### config.mk
export PLATFORM = sky130hd
export DESIGN_NAME = actx_port
export DESIGN_NICKNAME = d
export VERILOG_FILES = /design/src/actx_pkg.sv /design/src/actx_fifo.sv /design/src/actx_port.sv
export VERILOG_INCLUDE_DIRS = /design/src
export SDC_FILE = /design/constraint.sdc
export NUM_CORES = 1
export LEC_CHECK = 0
export ABC_CLOCK_PERIOD_IN_PS = 3900
export BUFFER_PORTS_ARGS = -buffer_cell sky130_fd_sc_hd__buf_4
export CAP_MARGIN = 20
export CELL_PAD_IN_SITES_DETAIL_PLACEMENT = 0
export CELL_PAD_IN_SITES_GLOBAL_PLACEMENT = 1
export CORE_ASPECT_RATIO = 1.4
export CORE_MARGIN = 2
export CORE_UTILIZATION = 30
export CTS_CLUSTER_DIAMETER = 100
export DETAILED_ROUTE_END_ITERATION = 10
export PLACE_DENSITY_LB_ADDON = 0.12
export SKIP_CTS_REPAIR_TIMING = 1
export SYNTH_ARGS = -nofsm -noshare
export SYNTH_HDL_FRONTEND = slang
export SYNTH_HIERARCHICAL = 1
export SYNTH_SLANG_ARGS = --single-unit
### constraint.sdc
create_clock -name CLK_SYS_IN -period 3.9 [get_ports CLK_SYS_IN]
set_input_delay 0.39 -clock CLK_SYS_IN [delete_from_list [all_inputs] [get_ports CLK_SYS_IN]]
set_output_delay 0.39 -clock CLK_SYS_IN [all_outputs]
set_load 0.1 [all_outputs]
### src/actx_defines.svh
// constants for the cell slave transmit port
`ifndef ACTX_DEFINES_SVH
`define ACTX_DEFINES_SVH
`define ACTX_BYTE_W        8
`define ACTX_ADDR_W        5
`define ACTX_CELL_LEN      53
`define ACTX_CNT_W         6
`define ACTX_FIFO_DEPTH    8
`define ACTX_FIFO_AW       3
`define ACTX_OWN_ADDR      5'h01
`define ACTX_NULL_ADDR     5'h1F
`define ACTX_BYTE_RESET    8'h00
`endif

### src/actx_pkg.sv
// types for the cell slave transmit port
package actx_pkg;
  typedef enum logic [1:0]
  {
    ACTX_IDLE = 2'b00,
    ACTX_SEND = 2'b01
  } actx_state_t;
endpackage : actx_pkg

### src/actx_fifo.sv
// byte fifo with valid/ready on both sides
`timescale 1ns/1ps
`include "actx_defines.svh"
module actx_fifo
#(
  parameter int WIDTH = 8,
  parameter int DEPTH = 8,
  parameter int AW    = 3
)
(
  input  wire logic             clk_in,
  input  wire logic             rst_in,
  input  wire logic [WIDTH-1:0] wr_data_in,
  input  wire logic             wr_valid_in,
  output logic                  wr_ready_out,
  output logic      [WIDTH-1:0] rd_data_out,
  output logic                  rd_valid_out,
  input  wire logic             rd_ready_in,
  output logic      [AW:0]      count_out
);
  logic [WIDTH-1:0] mem [DEPTH];
  logic [AW-1:0]    wr_ptr;
  logic [AW-1:0]    rd_ptr;
  logic [AW:0]      count;
  logic [AW-1:0]    next_wr_ptr;
  logic [AW-1:0]    next_rd_ptr;
  logic [AW:0]      next_count;
  logic             push;
  logic             pop;

  assign wr_ready_out = (count != (AW+1)'(DEPTH));
  assign rd_valid_out = (count != '0);
  assign push         = wr_valid_in && wr_ready_out;
  assign pop          = rd_valid_out && rd_ready_in;
  assign count_out    = count;
  assign rd_data_out  = mem[rd_ptr];

  always_comb
  begin
    next_wr_ptr = push ? wr_ptr + AW'(1) : wr_ptr;
    next_rd_ptr = pop ? rd_ptr + AW'(1) : rd_ptr;
    next_count  = count + (AW+1)'(push) - (AW+1)'(pop);
  end

  always_ff @(posedge clk_in)
  begin
    if (rst_in)
    begin
      wr_ptr <= '0;
      rd_ptr <= '0;
      count  <= '0;
    end
    else
    begin
      wr_ptr <= next_wr_ptr;
      rd_ptr <= next_rd_ptr;
      count  <= next_count;
    end
  end

  always_ff @(posedge clk_in)
  begin
    if (push)
    begin
      mem[wr_ptr] <= wr_data_in;
    end
  end
endmodule : actx_fifo

### src/actx_port.sv
// cell slave transmit port, device end
// Summary of operation
// the master supplies the transmit cell clock and all link activity follows its edges.
// with the port select at 0 the clock, available, enable, start and address bit 0 are tied off.
// cell available is 1 when a complete cell is ready to send and 0 otherwise; here it rises once the first 8 bytes of a cell are buffered.
// after the master asserts transfer enable the first byte and start of cell appear in the next cycle.
// start of cell is launched on a rising link clock edge with the first byte on the bus.
// the master drives a five bit slave address selecting one of up to 31 slaves.
// with port select at 1 the shared pins act as address inputs, otherwise serial port pins.
// cell bytes leave on the eight bit bus, each launched on a rising link clock edge.
// the port answers enable and reports availability only while the address matches its own; once a cell has started, enable is answered whatever the address.
`timescale 1ns/1ps
`include "actx_defines.svh"
module actx_port
  import actx_pkg::*;
(
  input  wire logic                     CLK_SYS_IN,
  input  wire logic                     RST_IN,
  input  wire logic                     CELL_PORT_SELECT_IN,
  input  wire logic                     TX_CELL_CLOCK_IN,
  input  wire logic                     TX_TRANSFER_ENABLE_N_IN,
  input  wire logic [`ACTX_ADDR_W-1:0]  TX_SLAVE_ADDRESS_IN,
  output logic                          TX_CELL_AVAILABLE_OUT,
  output logic                          TX_CELL_AVAILABLE_OE_OUT,
  output logic                          TX_START_OF_CELL_OUT,
  output logic                          TX_START_OF_CELL_OE_OUT,
  output logic      [`ACTX_BYTE_W-1:0]  TX_CELL_BYTE_BUS_OUT,
  output logic                          TX_CELL_BYTE_BUS_OE_OUT,
  input  wire logic [`ACTX_BYTE_W-1:0]  CELL_BYTE_IN,
  input  wire logic                     CELL_VALID_IN,
  output logic                          CELL_READY_OUT
);
  // ==========================================================
  // pin synchronisers
  // ==========================================================
  // the link clock is just sampled; at 160 ns it gives 40 sys cycles
  logic       clk_meta;
  logic       clk_sync;
  logic       ena_meta;
  logic       ena_sync;
  logic       sel_meta;
  logic       sel_sync;
  logic [`ACTX_ADDR_W-1:0] adr_meta;
  logic [`ACTX_ADDR_W-1:0] adr_sync;
  logic       clk_prev;
  logic       link_rise;
  logic       sel_addr_ok;
  logic [`ACTX_ADDR_W-1:0] eff_addr;

  always_ff @(posedge CLK_SYS_IN)
  begin
    if (RST_IN)
    begin
      clk_meta <= '0;
      clk_sync <= '0;
      ena_meta <= 1'b1;
      ena_sync <= 1'b1;
      sel_meta <= 1'b0;
      sel_sync <= 1'b0;
      adr_meta <= `ACTX_NULL_ADDR;
      adr_sync <= `ACTX_NULL_ADDR;
      clk_prev <= 1'b0;
    end
    else
    begin
      clk_meta <= TX_CELL_CLOCK_IN;
      clk_sync <= clk_meta;
      ena_meta <= TX_TRANSFER_ENABLE_N_IN;
      ena_sync <= ena_meta;
      sel_meta <= CELL_PORT_SELECT_IN;
      sel_sync <= sel_meta;
      adr_meta <= TX_SLAVE_ADDRESS_IN;
      adr_sync <= adr_meta;
      clk_prev <= clk_sync;
    end
  end

  // deselected: link clock treated as stopped, address bit 0 forced low
  assign link_rise   = sel_sync && clk_sync && !clk_prev; // see R01
  assign eff_addr    = sel_sync ? adr_sync
                                : {adr_sync[`ACTX_ADDR_W-1:1], 1'b0};
  assign sel_addr_ok = sel_sync && (eff_addr == `ACTX_OWN_ADDR);

  // ==========================================================
  // cell buffer
  // ==========================================================
  logic [`ACTX_BYTE_W-1:0]  fifo_data;
  logic                     fifo_valid;
  logic                     fifo_pop;
  logic [`ACTX_FIFO_AW:0]   fifo_count;
  logic [`ACTX_CNT_W-1:0]   in_cnt;
  logic [`ACTX_CNT_W-1:0]   next_in_cnt;
  logic [1:0]               cells_ready;
  logic [1:0]               next_cells_ready;
  logic                     push_ok;

  actx_fifo
  #(
    .WIDTH (`ACTX_BYTE_W),
    .DEPTH (`ACTX_FIFO_DEPTH),
    .AW    (`ACTX_FIFO_AW)
  )
  u_fifo
  (
    .clk_in       (CLK_SYS_IN),
    .rst_in       (RST_IN),
    .wr_data_in   (CELL_BYTE_IN),
    .wr_valid_in  (CELL_VALID_IN),
    .wr_ready_out (CELL_READY_OUT),
    .rd_data_out  (fifo_data),
    .rd_valid_out (fifo_valid),
    .rd_ready_in  (fifo_pop),
    .count_out    (fifo_count)
  );

  // ==========================================================
  // transmit state machine
  // ==========================================================
  actx_state_t             state;
  actx_state_t             next_state;
  logic [`ACTX_CNT_W-1:0]  out_cnt;
  logic [`ACTX_CNT_W-1:0]  next_out_cnt;
  logic                    soc;
  logic                    next_soc;
  logic [`ACTX_BYTE_W-1:0] dbyte;
  logic [`ACTX_BYTE_W-1:0] next_dbyte;
  logic                    clav;
  logic                    next_clav;
  logic                    drive;
  logic                    next_drive;
  logic                    cell_done;
  logic                    cell_armed;

  // the buffer is shorter than a cell, so a cell is offered once its
  // first buffer-full of bytes is in; the source must then keep pace
  // with the link, a limitation accepted to keep the buffer small
  assign push_ok   = CELL_VALID_IN && CELL_READY_OUT;
  assign cell_done = push_ok && (in_cnt == 6'(`ACTX_CELL_LEN - 1));
  assign cell_armed = push_ok && (in_cnt == 6'(`ACTX_FIFO_DEPTH - 1));
  // the first byte leaves the buffer at launch, like every later one
  assign fifo_pop  = link_rise && !ena_sync && fifo_valid
                     && (state == ACTX_SEND
                         || (sel_addr_ok && cells_ready != 2'b00));

  always_comb
  begin
    next_in_cnt      = in_cnt;
    next_cells_ready = cells_ready;
    next_state       = state;
    next_out_cnt     = out_cnt;
    next_soc         = soc;
    next_dbyte       = dbyte;
    next_clav        = clav;
    next_drive       = drive;
    if (push_ok)
    begin
      next_in_cnt = cell_done ? '0 : in_cnt + 6'(1);
    end
    if (link_rise)
    begin
      next_soc  = 1'b0;
      next_clav = sel_addr_ok && (cells_ready != 2'b00); // see R03
      unique case (state)
        ACTX_IDLE:
        begin
          next_drive = 1'b0;
          if (!ena_sync && sel_addr_ok && cells_ready != 2'b00 && fifo_valid)
          begin
            next_state   = ACTX_SEND;
            next_soc     = 1'b1; // see R04
            next_dbyte   = fifo_data;
            next_drive   = 1'b1;
            next_out_cnt = 6'(1);
            next_cells_ready = cells_ready - 2'b01;
          end
        end
        ACTX_SEND:
        begin
          if (!ena_sync && fifo_valid)
          begin
            next_dbyte   = fifo_data;
            next_out_cnt = out_cnt + 6'(1);
            if (out_cnt == 6'(`ACTX_CELL_LEN - 1))
            begin
              next_state = ACTX_IDLE;
            end
          end
        end
      endcase
    end
    if (cell_armed && next_cells_ready != 2'b11)
    begin
      next_cells_ready = next_cells_ready + 2'b01;
    end
    if (!sel_sync)
    begin
      next_clav  = 1'b0;
      next_soc   = 1'b0;
      next_drive = 1'b0;
      next_dbyte = `ACTX_BYTE_RESET;
    end
  end

  always_ff @(posedge CLK_SYS_IN)
  begin
    if (RST_IN)
    begin
      in_cnt      <= '0;
      cells_ready <= 2'b00;
      state       <= ACTX_IDLE;
      out_cnt     <= '0;
      soc         <= 1'b0;
      dbyte       <= `ACTX_BYTE_RESET;
      clav        <= 1'b0;
      drive       <= 1'b0;
    end
    else
    begin
      in_cnt      <= next_in_cnt;
      cells_ready <= next_cells_ready;
      state       <= next_state;
      out_cnt     <= next_out_cnt;
      soc         <= next_soc;
      dbyte       <= next_dbyte;
      clav        <= next_clav;
      drive       <= next_drive;
    end
  end

  assign TX_CELL_AVAILABLE_OUT    = clav;
  assign TX_CELL_AVAILABLE_OE_OUT = sel_addr_ok;
  assign TX_START_OF_CELL_OUT     = soc;
  assign TX_START_OF_CELL_OE_OUT  = drive;
  assign TX_CELL_BYTE_BUS_OUT     = dbyte;
  assign TX_CELL_BYTE_BUS_OE_OUT  = drive;

  // ==========================================================
  // checks
  // ==========================================================
  property p_soc_pulse;
    @(posedge CLK_SYS_IN) disable iff (RST_IN)
    $rose(soc) |-> $past(link_rise) && $past(state) == ACTX_IDLE;
  endproperty
  a_soc_pulse: assert property (p_soc_pulse)
    else $error("start of cell not on link edge");

  property p_soc_drive;
    @(posedge CLK_SYS_IN) disable iff (RST_IN)
    soc |-> drive && state == ACTX_SEND;
  endproperty
  a_soc_drive: assert property (p_soc_drive)
    else $error("start of cell without bus drive");

  property p_desel_off;
    @(posedge CLK_SYS_IN) disable iff (RST_IN)
    !sel_sync ##1 !sel_sync |-> !clav && !drive && !TX_CELL_AVAILABLE_OE_OUT;
  endproperty
  a_desel_off: assert property (p_desel_off)
    else $error("pins active while deselected");

  property p_clav_addr;
    @(posedge CLK_SYS_IN) disable iff (RST_IN)
    $rose(clav) |-> $past(sel_addr_ok) && $past(cells_ready) != 2'b00;
  endproperty
  a_clav_addr: assert property (p_clav_addr)
    else $error("available raised without cell or address");

  property p_no_cell;
    @(posedge CLK_SYS_IN) disable iff (RST_IN)
    link_rise && cells_ready == 2'b00 && !cell_done |=> !clav;
  endproperty
  a_no_cell: assert property (p_no_cell)
    else $error("available while no cell ready");

  property p_oe_addr;
    @(posedge CLK_SYS_IN) disable iff (RST_IN)
    TX_CELL_AVAILABLE_OE_OUT |-> $past(TX_SLAVE_ADDRESS_IN, 2) == `ACTX_OWN_ADDR;
  endproperty
  a_oe_addr: assert property (p_oe_addr)
    else $error("available driven for another address");

  property p_byte_edge;
    @(posedge CLK_SYS_IN) disable iff (RST_IN)
    dbyte != $past(dbyte) |-> $past(link_rise) || !$past(sel_sync);
  endproperty
  a_byte_edge: assert property (p_byte_edge)
    else $error("byte changed off link edge");

  property p_addr_map;
    @(posedge CLK_SYS_IN) disable iff (RST_IN)
    sel_sync |-> eff_addr == adr_sync;
  endproperty
  a_addr_map: assert property (p_addr_map)
    else $error("address pins not used while selected");

  c_cell_start: cover property (@(posedge CLK_SYS_IN) $rose(soc));
  c_cell_end: cover property (@(posedge CLK_SYS_IN)
    state == ACTX_SEND ##1 state == ACTX_IDLE);
  c_clav: cover property (@(posedge CLK_SYS_IN) $rose(clav));
endmodule : actx_port

# Yosys cells after proc, flatten, opt, wreduce, memory -nomap -nowiden
# Memories as Yosys holds them, arrays and structs flattened. A register that Yosys moved wholly into a read port is not among the register bits.
# Cells that the tools add are included.
# W data, S select, Z words.
classes:
  addsub: 8
  n_mux: 22
  n_eq_ne: 10
  n_bitwise: 1
  reduce_logical: 26
ops:
  columns: ["operator", "n"]
  rows:
  - ["$mux W6", 3]
  - ["$logic_and A1 B1 Y1", 16]
  - ["$mux W8", 2]
  - ["$pmux W8 S2", 1]
  - ["$mux W2", 7]
  - ["$add A6 B1 Y6 const B", 2]
  - ["$eq A6 B6 Y1 const B", 2]
  - ["$pmux W6 S2", 1]
  - ["$add A3 B1 Y3 const B", 2]
  - ["$eq A6 B3 Y1 const B", 1]
  - ["$mux W3", 2]
  - ["$eq A5 B1 Y1 const B", 1]
  - ["$mux W1", 5]
  - ["$add A4 B1 Y4", 1]
  - ["$ne A2 B1 Y1 const B", 2]
  - ["$ne A2 B2 Y1 const B", 2]
  - ["$ne A4 B4 Y1 const B", 1]
  - ["$pmux W2 S2", 1]
  - ["$reduce_and A4 Y1", 1]
  - ["$reduce_bool A4 Y1", 1]
  - ["$sub A4 B1 Y4", 1]
  - ["$reduce_and A3 Y1", 1]
  - ["$add A2 B1 Y2 const B", 1]
  - ["$eq A2 B1 Y1 const B", 1]
  - ["other kinds (8)", 9]
totals:
  out_inout_bits: 14
  input_bits: 19
  word_cells: 88
  ram_bits: 64
  memories: 1
  reg_bits: 54
memory_table:
  columns: ["memory", "depth", "width", "rd", "rd_ports_with_merged_regs", "wr", "line_no", "source"]
  rows:
  - ["u_fifo.mem", 8, 8, 1, 1, 1, "actx_fifo.sv:21", "logic [WIDTH-1:0] mem [DEPTH];"]

# Depth between registers and ports, before layout
# Gate-level depths: netlist of the first run.
depth:
  ltp_word: 12
  ltp_mapped: 15
  ltp_nobuf: 13

# Hierarchy
# Netlist of the first run, hierarchy kept.
by_module_without_submodules:
  columns: ["module", "cells_each", "area_per_inst_um2", "seq_area_each_um2", "instances"]
  rows:
  - ["actx_fifo", 173, 3189.3, 2182.1, 1]
  - ["actx_port", 199, 1806.7, 860.8, 1]

# Worst setup path after synthesis of the first run
# No wires, ideal clock.
synth_timing:
  path_kind: "register to output"
  start: "reg sel_sync"
  end: "out TX_CELL_AVAILABLE_OE_OUT"
  setup_slack_ps: 683
  path_stages_with_launch: 3
  arrival_time_ps: 2827
  n_path_buf: 0
  required_ps: 3510
  cell_sequence: "dfxtp_1 > and4bb_1 > nor3b_1"
synth_via:
  elab_chain_len: 3
synth_rtl:
  columns: ["element", "line_no", "source"]
  rows:
  - ["from (decl)", "actx_port.sv:42", "logic sel_sync;"]
  - ["from (signal assigned)", "actx_port.sv:71", "sel_sync <= sel_meta;"]
  - ["$mux W1", "actx_port.sv:80", "assign eff_addr = sel_sync ? adr_sync"]
  - ["$eq A5 B1 Y1 (no line)", null, null]
  - ["$logic_and A1 B1 Y1 *", "actx_port.sv:82", "assign sel_addr_ok = sel_sync && (eff_addr == `ACTX_OWN_ADDR);"]
  - ["to (decl)", "actx_port.sv:24", "output logic TX_CELL_AVAILABLE_OE_OUT,"]
# Mark *: on every way between the ends. The rest lies on a longest branch, timed or not.

# Final worst setup path of the first run
layout_timing:
  start: "reg cells_ready[0]"
  end: "reg cells_ready[0]"
layout_via:
  elab_chain_len: 9
  elab_cells_between_ends: 11
  classes_between: "add/sub: 2; eq/ne: 1; mux: 4; reduce/logical: 4"
layout_rtl:
  columns: ["element", "line_no", "source"]
  rows:
  - ["from (decl)", "actx_port.sv:93", "logic [1:0] cells_ready;"]
  - ["from (signal assigned)", "actx_port.sv:220", "cells_ready <= next_cells_ready;"]
  - ["parallel branches: the longest is 5 deep, another holds $sub A2 B1 Y2", null, null]
  - ["$mux W2 *", "actx_port.sv:159", "if (link_rise)"]
  - ["parallel branches: the longest is 2 deep, another holds $add A2 B1 Y2", null, null]
  - ["$mux W2 *", "actx_port.sv:191", "if (cell_armed && next_cells_ready != 2'b11)"]
# Mark *: on every way between the ends.
# A chain may end at the register's enable or synchronous reset.

==> flow_metrics.tcl, run 1 <==
set metrics [dict create \
    row_count 55 \
    cell_internal_pwr_mw 2.53 \
    syn_avg_cell_area_sq_um 13.4 \
    p_sw_uw 780 \
    numClockSinks 120 \
    final_layout_size_suffix_gt1_share_pct 23.8 \
    global_route.peak_usage_layer "met2" \
    worstHoldPathType "primary input to flop" \
    ctsRootBufferMaster "clkbuf_16" \
    timing.final.crit_period_ps 3250 \
    fp.dieH_um 157 \
    filler_cell_count 1583 \
    grt_antenna_before_repair 0 \
    finalMaxSlewViolations 0 \
    initial_core_util_pct 30.8 \
    worstPathArrival_ps 3610 \
    floorplan.die.width_um 113 \
    hold_path_end "adr_meta[0]" \
    cts.path.max_buffers 2 \
    syn_area_sq_mm 0.00500 \
    routed_wl_mm 10.2 \
    post-synth-top-area-cell "edfxtp_1" \
    async_reset_ff_share_pct 0 \
    power.leakage_nw 2.10 \
    cellPowerDensity_mw_per_mm2 546 \
    r2r_slack_ps 650 \
    hold_viol_final 0 \
    cts_max_level 4 \
    final_min_period_over_clock_period_pct 83.4 \
    ys_seq_area_share_pct 60.9 \
    violations_in_the_final_reports "DRC" \
    max-vdd-ir-drop_v 0.000291 \
    r2r-start "cells_ready[0]" \
    timing.critical_path.to_type "flop" \
    cts_tree "built" \
    synth-warning-count 6 \
    initialDrtViolationCount 169 \
    placedCellCount 591 \
    synthDistinctLibCells 49 \
    final-instance-count-excl-fill 623 \
    cts.reportedPaths.clkPinSlew_ps 60 \
    most_used_standard_cells_in_the_synthesized_netlist "edfxtp_1, dfxtp_1, a21oi_1" \
    switching_share_pct 23.6 \
    grt_util_met3_pct 3.80 \
    reg2reg_to "cells_ready[0]" \
    worst_setup_path_start_kind "flop" \
    synthTopCellsByArea "edfxtp_1, dfxtp_1, mux4_1" \
    area.growth.synth_to_final_pct 21.3 \
    grt_max_degree 46 \
    maxSlewHeadroom_pct 35.3 \
    detail_route.drc_violations 3 \
    finalSetupViolCount 0 \
    synth_seq_cells 120 \
    synth_nets 405 \
    multiInputGateArea_sq_mm 0.00181 \
    grt_setup_unrepaired "no" \
    register_area_sq_mm 0.00304 \
    first_global_vias 3151 \
    routed_wire_length_per_instance_um 16.4 \
    min_delay_path_depth 2 \
    clock-skew-final_ps 7.68 \
    met2_usage_in_global_routing_pct 22.3 \
    globalRouteOverflowTotal 0 \
    cp_data_required_time_ps 4250 \
    synth_cells 372 \
    place_hpwl_mm 6.71 \
    io_buffers 32 \
    drtPass1Iterations 7 \
    nNetsFinal 444 \
    design.portCount 33 \
    clockPowerShare_pct 48.9 \
    synth_ff_type "edfxtp_1" \
    pwr-share-comb_pct 8.2 \
    tritoncts_buffers 17 \
    power.sequential.fraction_pct 42.9 \
    worst_hold_slack_ps 162 \
    fp.dieArea_sq_mm 0.0177 \
    coreArea_sq_mm 0.0162 \
    actual_slew_at_the_worst_max_slew_pin_ps 965 \
    layout.core_utilization_pct 37.3 \
    run_status "complete, but fails checks" \
    drv.max_cap_violation_count 0 \
    maximum_fanout_encountered_on_the_critical_timing_path 12 \
    final_weighted_congestion_in_routability_driven_placement 0.755 \
    timing.setup.tns_ps 0 \
    clock_insertion_delay_worst_skew_ps 410 \
    post-synth-top-count-cell "edfxtp_1" \
    use_met1_pct 13.6 \
    route.detailed.vias_per_inst 4.83 \
    globalRouteTotalUtil_pct 12.7 \
    antennaDiodeCount 0 \
    fmax_mhz 307 \
    grt_first_pass_wirelength_mm 16.7 \
    vias 3010 \
    worst_path_class_setup "flop to flop" \
    yosysTopAreaCellShare_pct 38.5 \
    r2r_cells 11 \
    timing.hold.worst.start "TX_SLAVE_ADDRESS_IN[0]" \
    antenna_violating_nets_post_route 0 \
    synth_enable_flop_cells 64 \
    report.power.total_mw 3.31 \
]
## state kept, by name (all words and copies together) (netlist names), 2 cells and up, named ones only
| name | cells |
|---|---|
| TX_CELL_BYTE_BUS_OUT | 8 |
| adr_meta | 5 |
| adr_sync | 5 |
| cells_ready | 2 |
| in_cnt | 6 |
| out_cnt | 6 |
| u_fifo/count_out | 4 |
| u_fifo/mem | 64 |
| u_fifo/rd_ptr | 3 |
| u_fifo/wr_ptr | 3 |
## worst max-delay path by stage
stage	from	endpoint	slack, ps	cells past startpoint
after global placement	cells_ready[0]	cells_ready[0]	890	11
after CTS	cells_ready[0]	cells_ready[0]	650	11
final	cells_ready[0]	cells_ready[0]	650	11
after global routing	cells_ready[0]	cells_ready[0]	330	11
after floorplan	sel_sync	TX_CELL_AVAILABLE_OE_OUT	680	2
after detailed placement	cells_ready[0]	cells_ready[0]	670	11
## through the flow
step / worst slack (ps) / instance area [sq um]
6_report: 647 / 6060
5_1_grt: 330 / 6060
4_1_cts: 646 / 6060
3_5_place_dp: 673 / 5450
3_3_place_gp: 886 / 5450
2_1_floorplan: 683 / 5000
## power by group through the flow
stage / sequential [mW] / combinational, mW / clock (mW)
2_1_floorplan: 1.44 / 0.189 / 0
3_3_place_gp: 1.45 / 0.275 / 0
3_5_place_dp: 1.45 / 0.277 / 0
4_1_cts: 1.42 / 0.279 / 1.66
5_1_grt: 1.43 / 0.303 / 1.73
6_report: 1.42 / 0.271 / 1.62
## layer usage
metal	vias to the layer above	share of wire (%)	wire [um]
met2	51	53	5380
met1	1468	41	4210
met3	18	3.3	337
met5	-	0	0
met4	0	2.7	280
li1	1473	-	-
## layout by cell type, fill, tap and decap left out, types with 6 or more instances in the layout
cell / n
edfxtp_1: 64
dfxtp_1: 56
buf_4: 39
a21oi_1: 24
nor2_1: 17
clkbuf_16: 17
nand3_1: 16
inv_1: 15
nand2_1: 15
mux4_1: 15
nor2b_1: 13
ha_1: 13
o21ai_0: 12
or2_2: 12
mux2_2: 11
xnor2_1: 7
nand2b_1: 7
inv_6: 6
## layout make-up
type	count	share of cell area [%]
Tap cell	199	4.11
Clock inverter	14	3.08
Sequential cell	120	50.2
Multi-Input combinational cell	218	29.8
Inverter	15	0.929
Timing Repair Buffer	39	4.83
Clock buffer	18	7.08
## kinds of logic after synthesis
logic type	after synthesis	synth area share, %
AO/OA/AOI/OAI	51	6.04
flip-flops	120	60.9
AND/OR/NAND/NOR	115	13.4
buffers and inverters	34	3.16
adder cells (fa/ha/maj)	14	3.66
multiplexers	31	11.6
XOR/XNOR	7	1.23
## critical path: stages (launching register included)
cell,delay (ps)
dfxtp_1,390
inv_1,90
ha_1,200
nor3_1,360
nand4_1,500
nand2_1,180
o21ai_0,120
ha_1,210
or4_4,440
nor2_4,140
or4b_1,470
nand4_1,100
Note: power is estimated with default switching activity, not from simulation.
==> run 2, diff against run 1 <==
--- a/config.mk
+++ b/config.mk
@@ -6,7 +6,8 @@
 export SDC_FILE = /design/constraint.sdc
 export NUM_CORES = 1
 export LEC_CHECK = 0
-export ABC_CLOCK_PERIOD_IN_PS = 3900
+export ABC_AREA = 1
+export ABC_CLOCK_PERIOD_IN_PS = 2980
 export BUFFER_PORTS_ARGS = -buffer_cell sky130_fd_sc_hd__buf_4
 export CAP_MARGIN = 20
 export CELL_PAD_IN_SITES_DETAIL_PLACEMENT = 0
==> constraint.sdc (replaced) <==
create_clock -name CLK_SYS_IN -period 2.98 [get_ports CLK_SYS_IN]
set_input_delay 0.298 -clock CLK_SYS_IN [delete_from_list [all_inputs] [get_ports CLK_SYS_IN]]
set_output_delay 0.298 -clock CLK_SYS_IN [all_outputs]
set_load 0.1 [all_outputs]
==> run 2 against run 1 <==
  * The run now ends clean
  * Final area grew 6.5%
  * Critical path depth grew 5
  * Non-clock buffer count grew 6
  * Sequential share of layout area shrank 3.1 points
  * Via count grew 29%
  * Combinational power grew 60%
  * Sequential power grew 32%
  * Worst hold slack lost 99 ps
  * Flip-flop and latch count is the same
  * Die area grew 6.8%
  * Critical endpoint is now u_fifo/count_out[1]
  * Largest cell class unchanged
  * Largest power group unchanged
  * Highest routed layer unchanged
==> flow_metrics.tcl, run 2 <==
set metrics [dict create \
    largest_register_ffs 64 \
    r2r_slack_ps 360 \
    global_route.peak_usage_layer "met2" \
    final_min_period_over_clock_period_pct 87.9 \
    design.portCount 33 \
    finalMaxSlewViolations 0 \
    crit_path_frequent_cell "inv_1" \
    use_met1_pct 15.2 \
    fp.dieH_um 162 \
    timing.final.crit_period_ps 2620 \
    maximum_fanout_encountered_on_the_critical_timing_path 10 \
    coreArea_sq_mm 0.0174 \
    final_weighted_congestion_in_routability_driven_placement 0.727 \
    clock_insertion_delay_worst_skew_ps 410 \
    cp_slowest_cell "fa_1" \
    row_count 57 \
    grt_util_met3_pct 4.59 \
    drtPass1Iterations 4 \
    worst_setup_path_start_kind "flop" \
    detail_route.drc_violations 0 \
    cts.reportedPaths.clkPinSlew_ps 50 \
    finalSetupViolCount 0 \
    synth-warning-count 6 \
    final_layout_size_suffix_gt1_share_pct 16.4 \
    fmax_mhz 382 \
    post-synth-top-area-cell "edfxtp_1" \
    routed_wire_length_per_instance_um 13.3 \
    worstPathArrival_ps 2920 \
    r2r-start "u_fifo/count_out[2]" \
    met2_usage_in_global_routing_pct 24.6 \
    timing.setup.tns_ps 0 \
    fp.dieArea_sq_mm 0.0189 \
    area.growth.synth_to_final_pct 20.8 \
    drv.max_cap_violation_count 0 \
    grt_max_degree 33 \
    syn_area_sq_mm 0.00535 \
    maxSlewHeadroom_pct 71.3 \
    hold_viol_final 0 \
    cts.path.max_buffers 2 \
    post-synth-top-count-cell "nand2_1" \
    timing.hold.worst.start "TX_SLAVE_ADDRESS_IN[3]" \
    timing.critical_path.to_type "flop" \
    synth_enable_flop_cells 64 \
    synth_nets 643 \
    globalRouteTotalUtil_pct 14.1 \
    grt_first_pass_wirelength_mm 19.8 \
    postLayoutSetupSlackWorst_ps 360 \
    syn_avg_cell_area_sq_um 8.76 \
    register_area_sq_mm 0.00304 \
    cts_max_level 4 \
    synth_seq_cells 120 \
    largest_stage_delay_worst_path_ps 410 \
    vias 3868 \
    placedCellCount 876 \
    worst_path_class_setup "flop to flop" \
    antennaDiodeCount 0 \
    synth_ff_type "edfxtp_1" \
    worstHoldPathType "primary input to flop" \
    antenna_violating_nets_post_route 0 \
    layout.cells.most_common "nand2_1" \
    globalRouteOverflowTotal 0 \
    report.power.total_mw 4.40 \
    ys_seq_area_share_pct 56.9 \
    grt_antenna_before_repair 0 \
    yosysTopAreaCellShare_pct 35.9 \
    filler_cell_count 1838 \
    routed_wl_mm 12.1 \
    tritoncts_buffers 17 \
    cts_tree "built" \
    multiInputGateArea_sq_mm 0.00172 \
    reg2reg_to "u_fifo/count_out[1]" \
    timing.critical_path.cells "inv_1 -> ha_1 -> nand2_2 -> inv_1 -> nor2_1 -> inv_2 -> nor2_8 -> nand2_2 -> nand2_4 -> a21boi_1 -> nand2_1 -> nand2_1 -> ha_1 -> fa_1 -> inv_1 -> nor2_1" \
    numClockSinks 120 \
    r2r_cells 16 \
    route.detailed.vias_per_inst 4.26 \
    initial_core_util_pct 30.7 \
    synth_cells 610 \
    power.leakage_nw 2.92 \
    run_status "completed" \
    synthTopCellsByArea "edfxtp_1, dfxtp_1, nand2_1" \
    async_reset_ff_share_pct 0 \
    dp_slack_ps 315 \
    actual_slew_at_the_worst_max_slew_pin_ps 430 \
    largest-register "u_fifo/mem" \
    initialDrtViolationCount 180 \
    grt_setup_unrepaired "no" \
    final-instance-count-excl-fill 908 \
    min_delay_path_depth 2 \
    cellPowerDensity_mw_per_mm2 681 \
    io_buffers 32 \
    place_hpwl_mm 8.23 \
    most_used_standard_cells_in_the_synthesized_netlist "nand2_1, inv_1, edfxtp_1" \
    cp_data_required_time_ps 3280 \
    clock-skew-final_ps 6.76 \
    ctsRootBufferMaster "clkbuf_16" \
    floorplan.die.width_um 117 \
    max-vdd-ir-drop_v 0.000277 \
    synthDistinctLibCells 32 \
    final_cell_mix "nand2_1, inv_1, edfxtp_1" \
    first_global_vias 3987 \
    nNetsFinal 692 \
    hold_path_end "adr_meta[3]" \
]
-- run 2: changes by cell type after synthesis, moves of 6 or more --
| cell | change |
|---|---|
| a21oi_1 | -11 |
| inv_1 | +99 |
| nand2b_1 | -7 |
| mux2_2 | -11 |
| nand3_1 | +40 |
| xnor2_1 | -6 |
| clkbuf_1 | -11 |
| nor2_1 | +46 |
| nor2b_1 | -13 |
| mux4_1 | -15 |
| nand2_2 | +15 |
| nand2_1 | +135 |
-- run 2: layout make-up --
type	instances	share of cell area [%]
clock buffers	23	7.56
clock inverters	9	1.88
inverters	119	6.95
multi-input cells	356	26.7
flip-flops and latches	120	47.1
well taps	236	4.57
repair buffers	45	5.23
-- run 2: worst max path at each step --
stage	from	to	cells past startpoint
2_1_floorplan	adr_sync[2]	TX_CELL_BYTE_BUS_OUT[0]	8
3_3_place_gp	u_fifo/count_out[2]	u_fifo/count_out[1]	16
3_5_place_dp	u_fifo/count_out[2]	u_fifo/count_out[1]	16
4_1_cts	u_fifo/count_out[2]	u_fifo/count_out[1]	16
5_1_grt	u_fifo/count_out[2]	u_fifo/count_out[1]	16
6_report	u_fifo/count_out[2]	u_fifo/count_out[1]	16
-- run 2: kinds of logic (layout without fill, tap and decap cells) --
kind of cell / count (synthesis) / after routing / synth area share (%)
and+or+nand+nor: 314 / 314 / 26.0
buffers and inverters: 134 / 196 / 10.8
DFF: 120 / 120 / 56.9
AOI/OAI and AO/OA: 27 / 27 / 2.69
adders and majority gates: 14 / 14 / 3.42
xor gates and xnor gates: 1 / 1 / 0.164
-- run 2: metal layers --
metal,vias up,wire [um]
met5,-,0
met4,0,346
met3,28,489
met2,75,6270
met1,1775,4980
li1,1990,-
-- run 2: metrics by stage --
step | utilization [%] | hold slack, ps | instance area [sq um]
final | 37.1 | 62.5 | 6460
after global routing | 37.1 | 48.2 | 6460
after CTS | 37.1 | 47.4 | 6460
after detailed placement | 33.6 | 395 | 5850
after global placement | 33.6 | 393 | 5850
after floorplan | - | 369 | 5350
-- run 2: power breakdown --
part,total [mW],switching (mW),internal (mW)
sequential,1.87,0.0360,1.83
combinational,0.434,0.287,0.148
clock,2.10,0.703,1.39
total,4.40,1.03,3.37
-- run 2: worst max-delay path, delay by kind of cell, from the launching register on --
| kind | cells | cell delay, ps |
|---|---|---|
| buffers and inverters | 4 | 260 |
| adder cells (fa/ha/maj) | 3 | 810 |
| AO/OA/AOI/OAI | 1 | 270 |
| flip-flops | 1 | 310 |
| AND/OR/NAND/NOR | 8 | 860 |
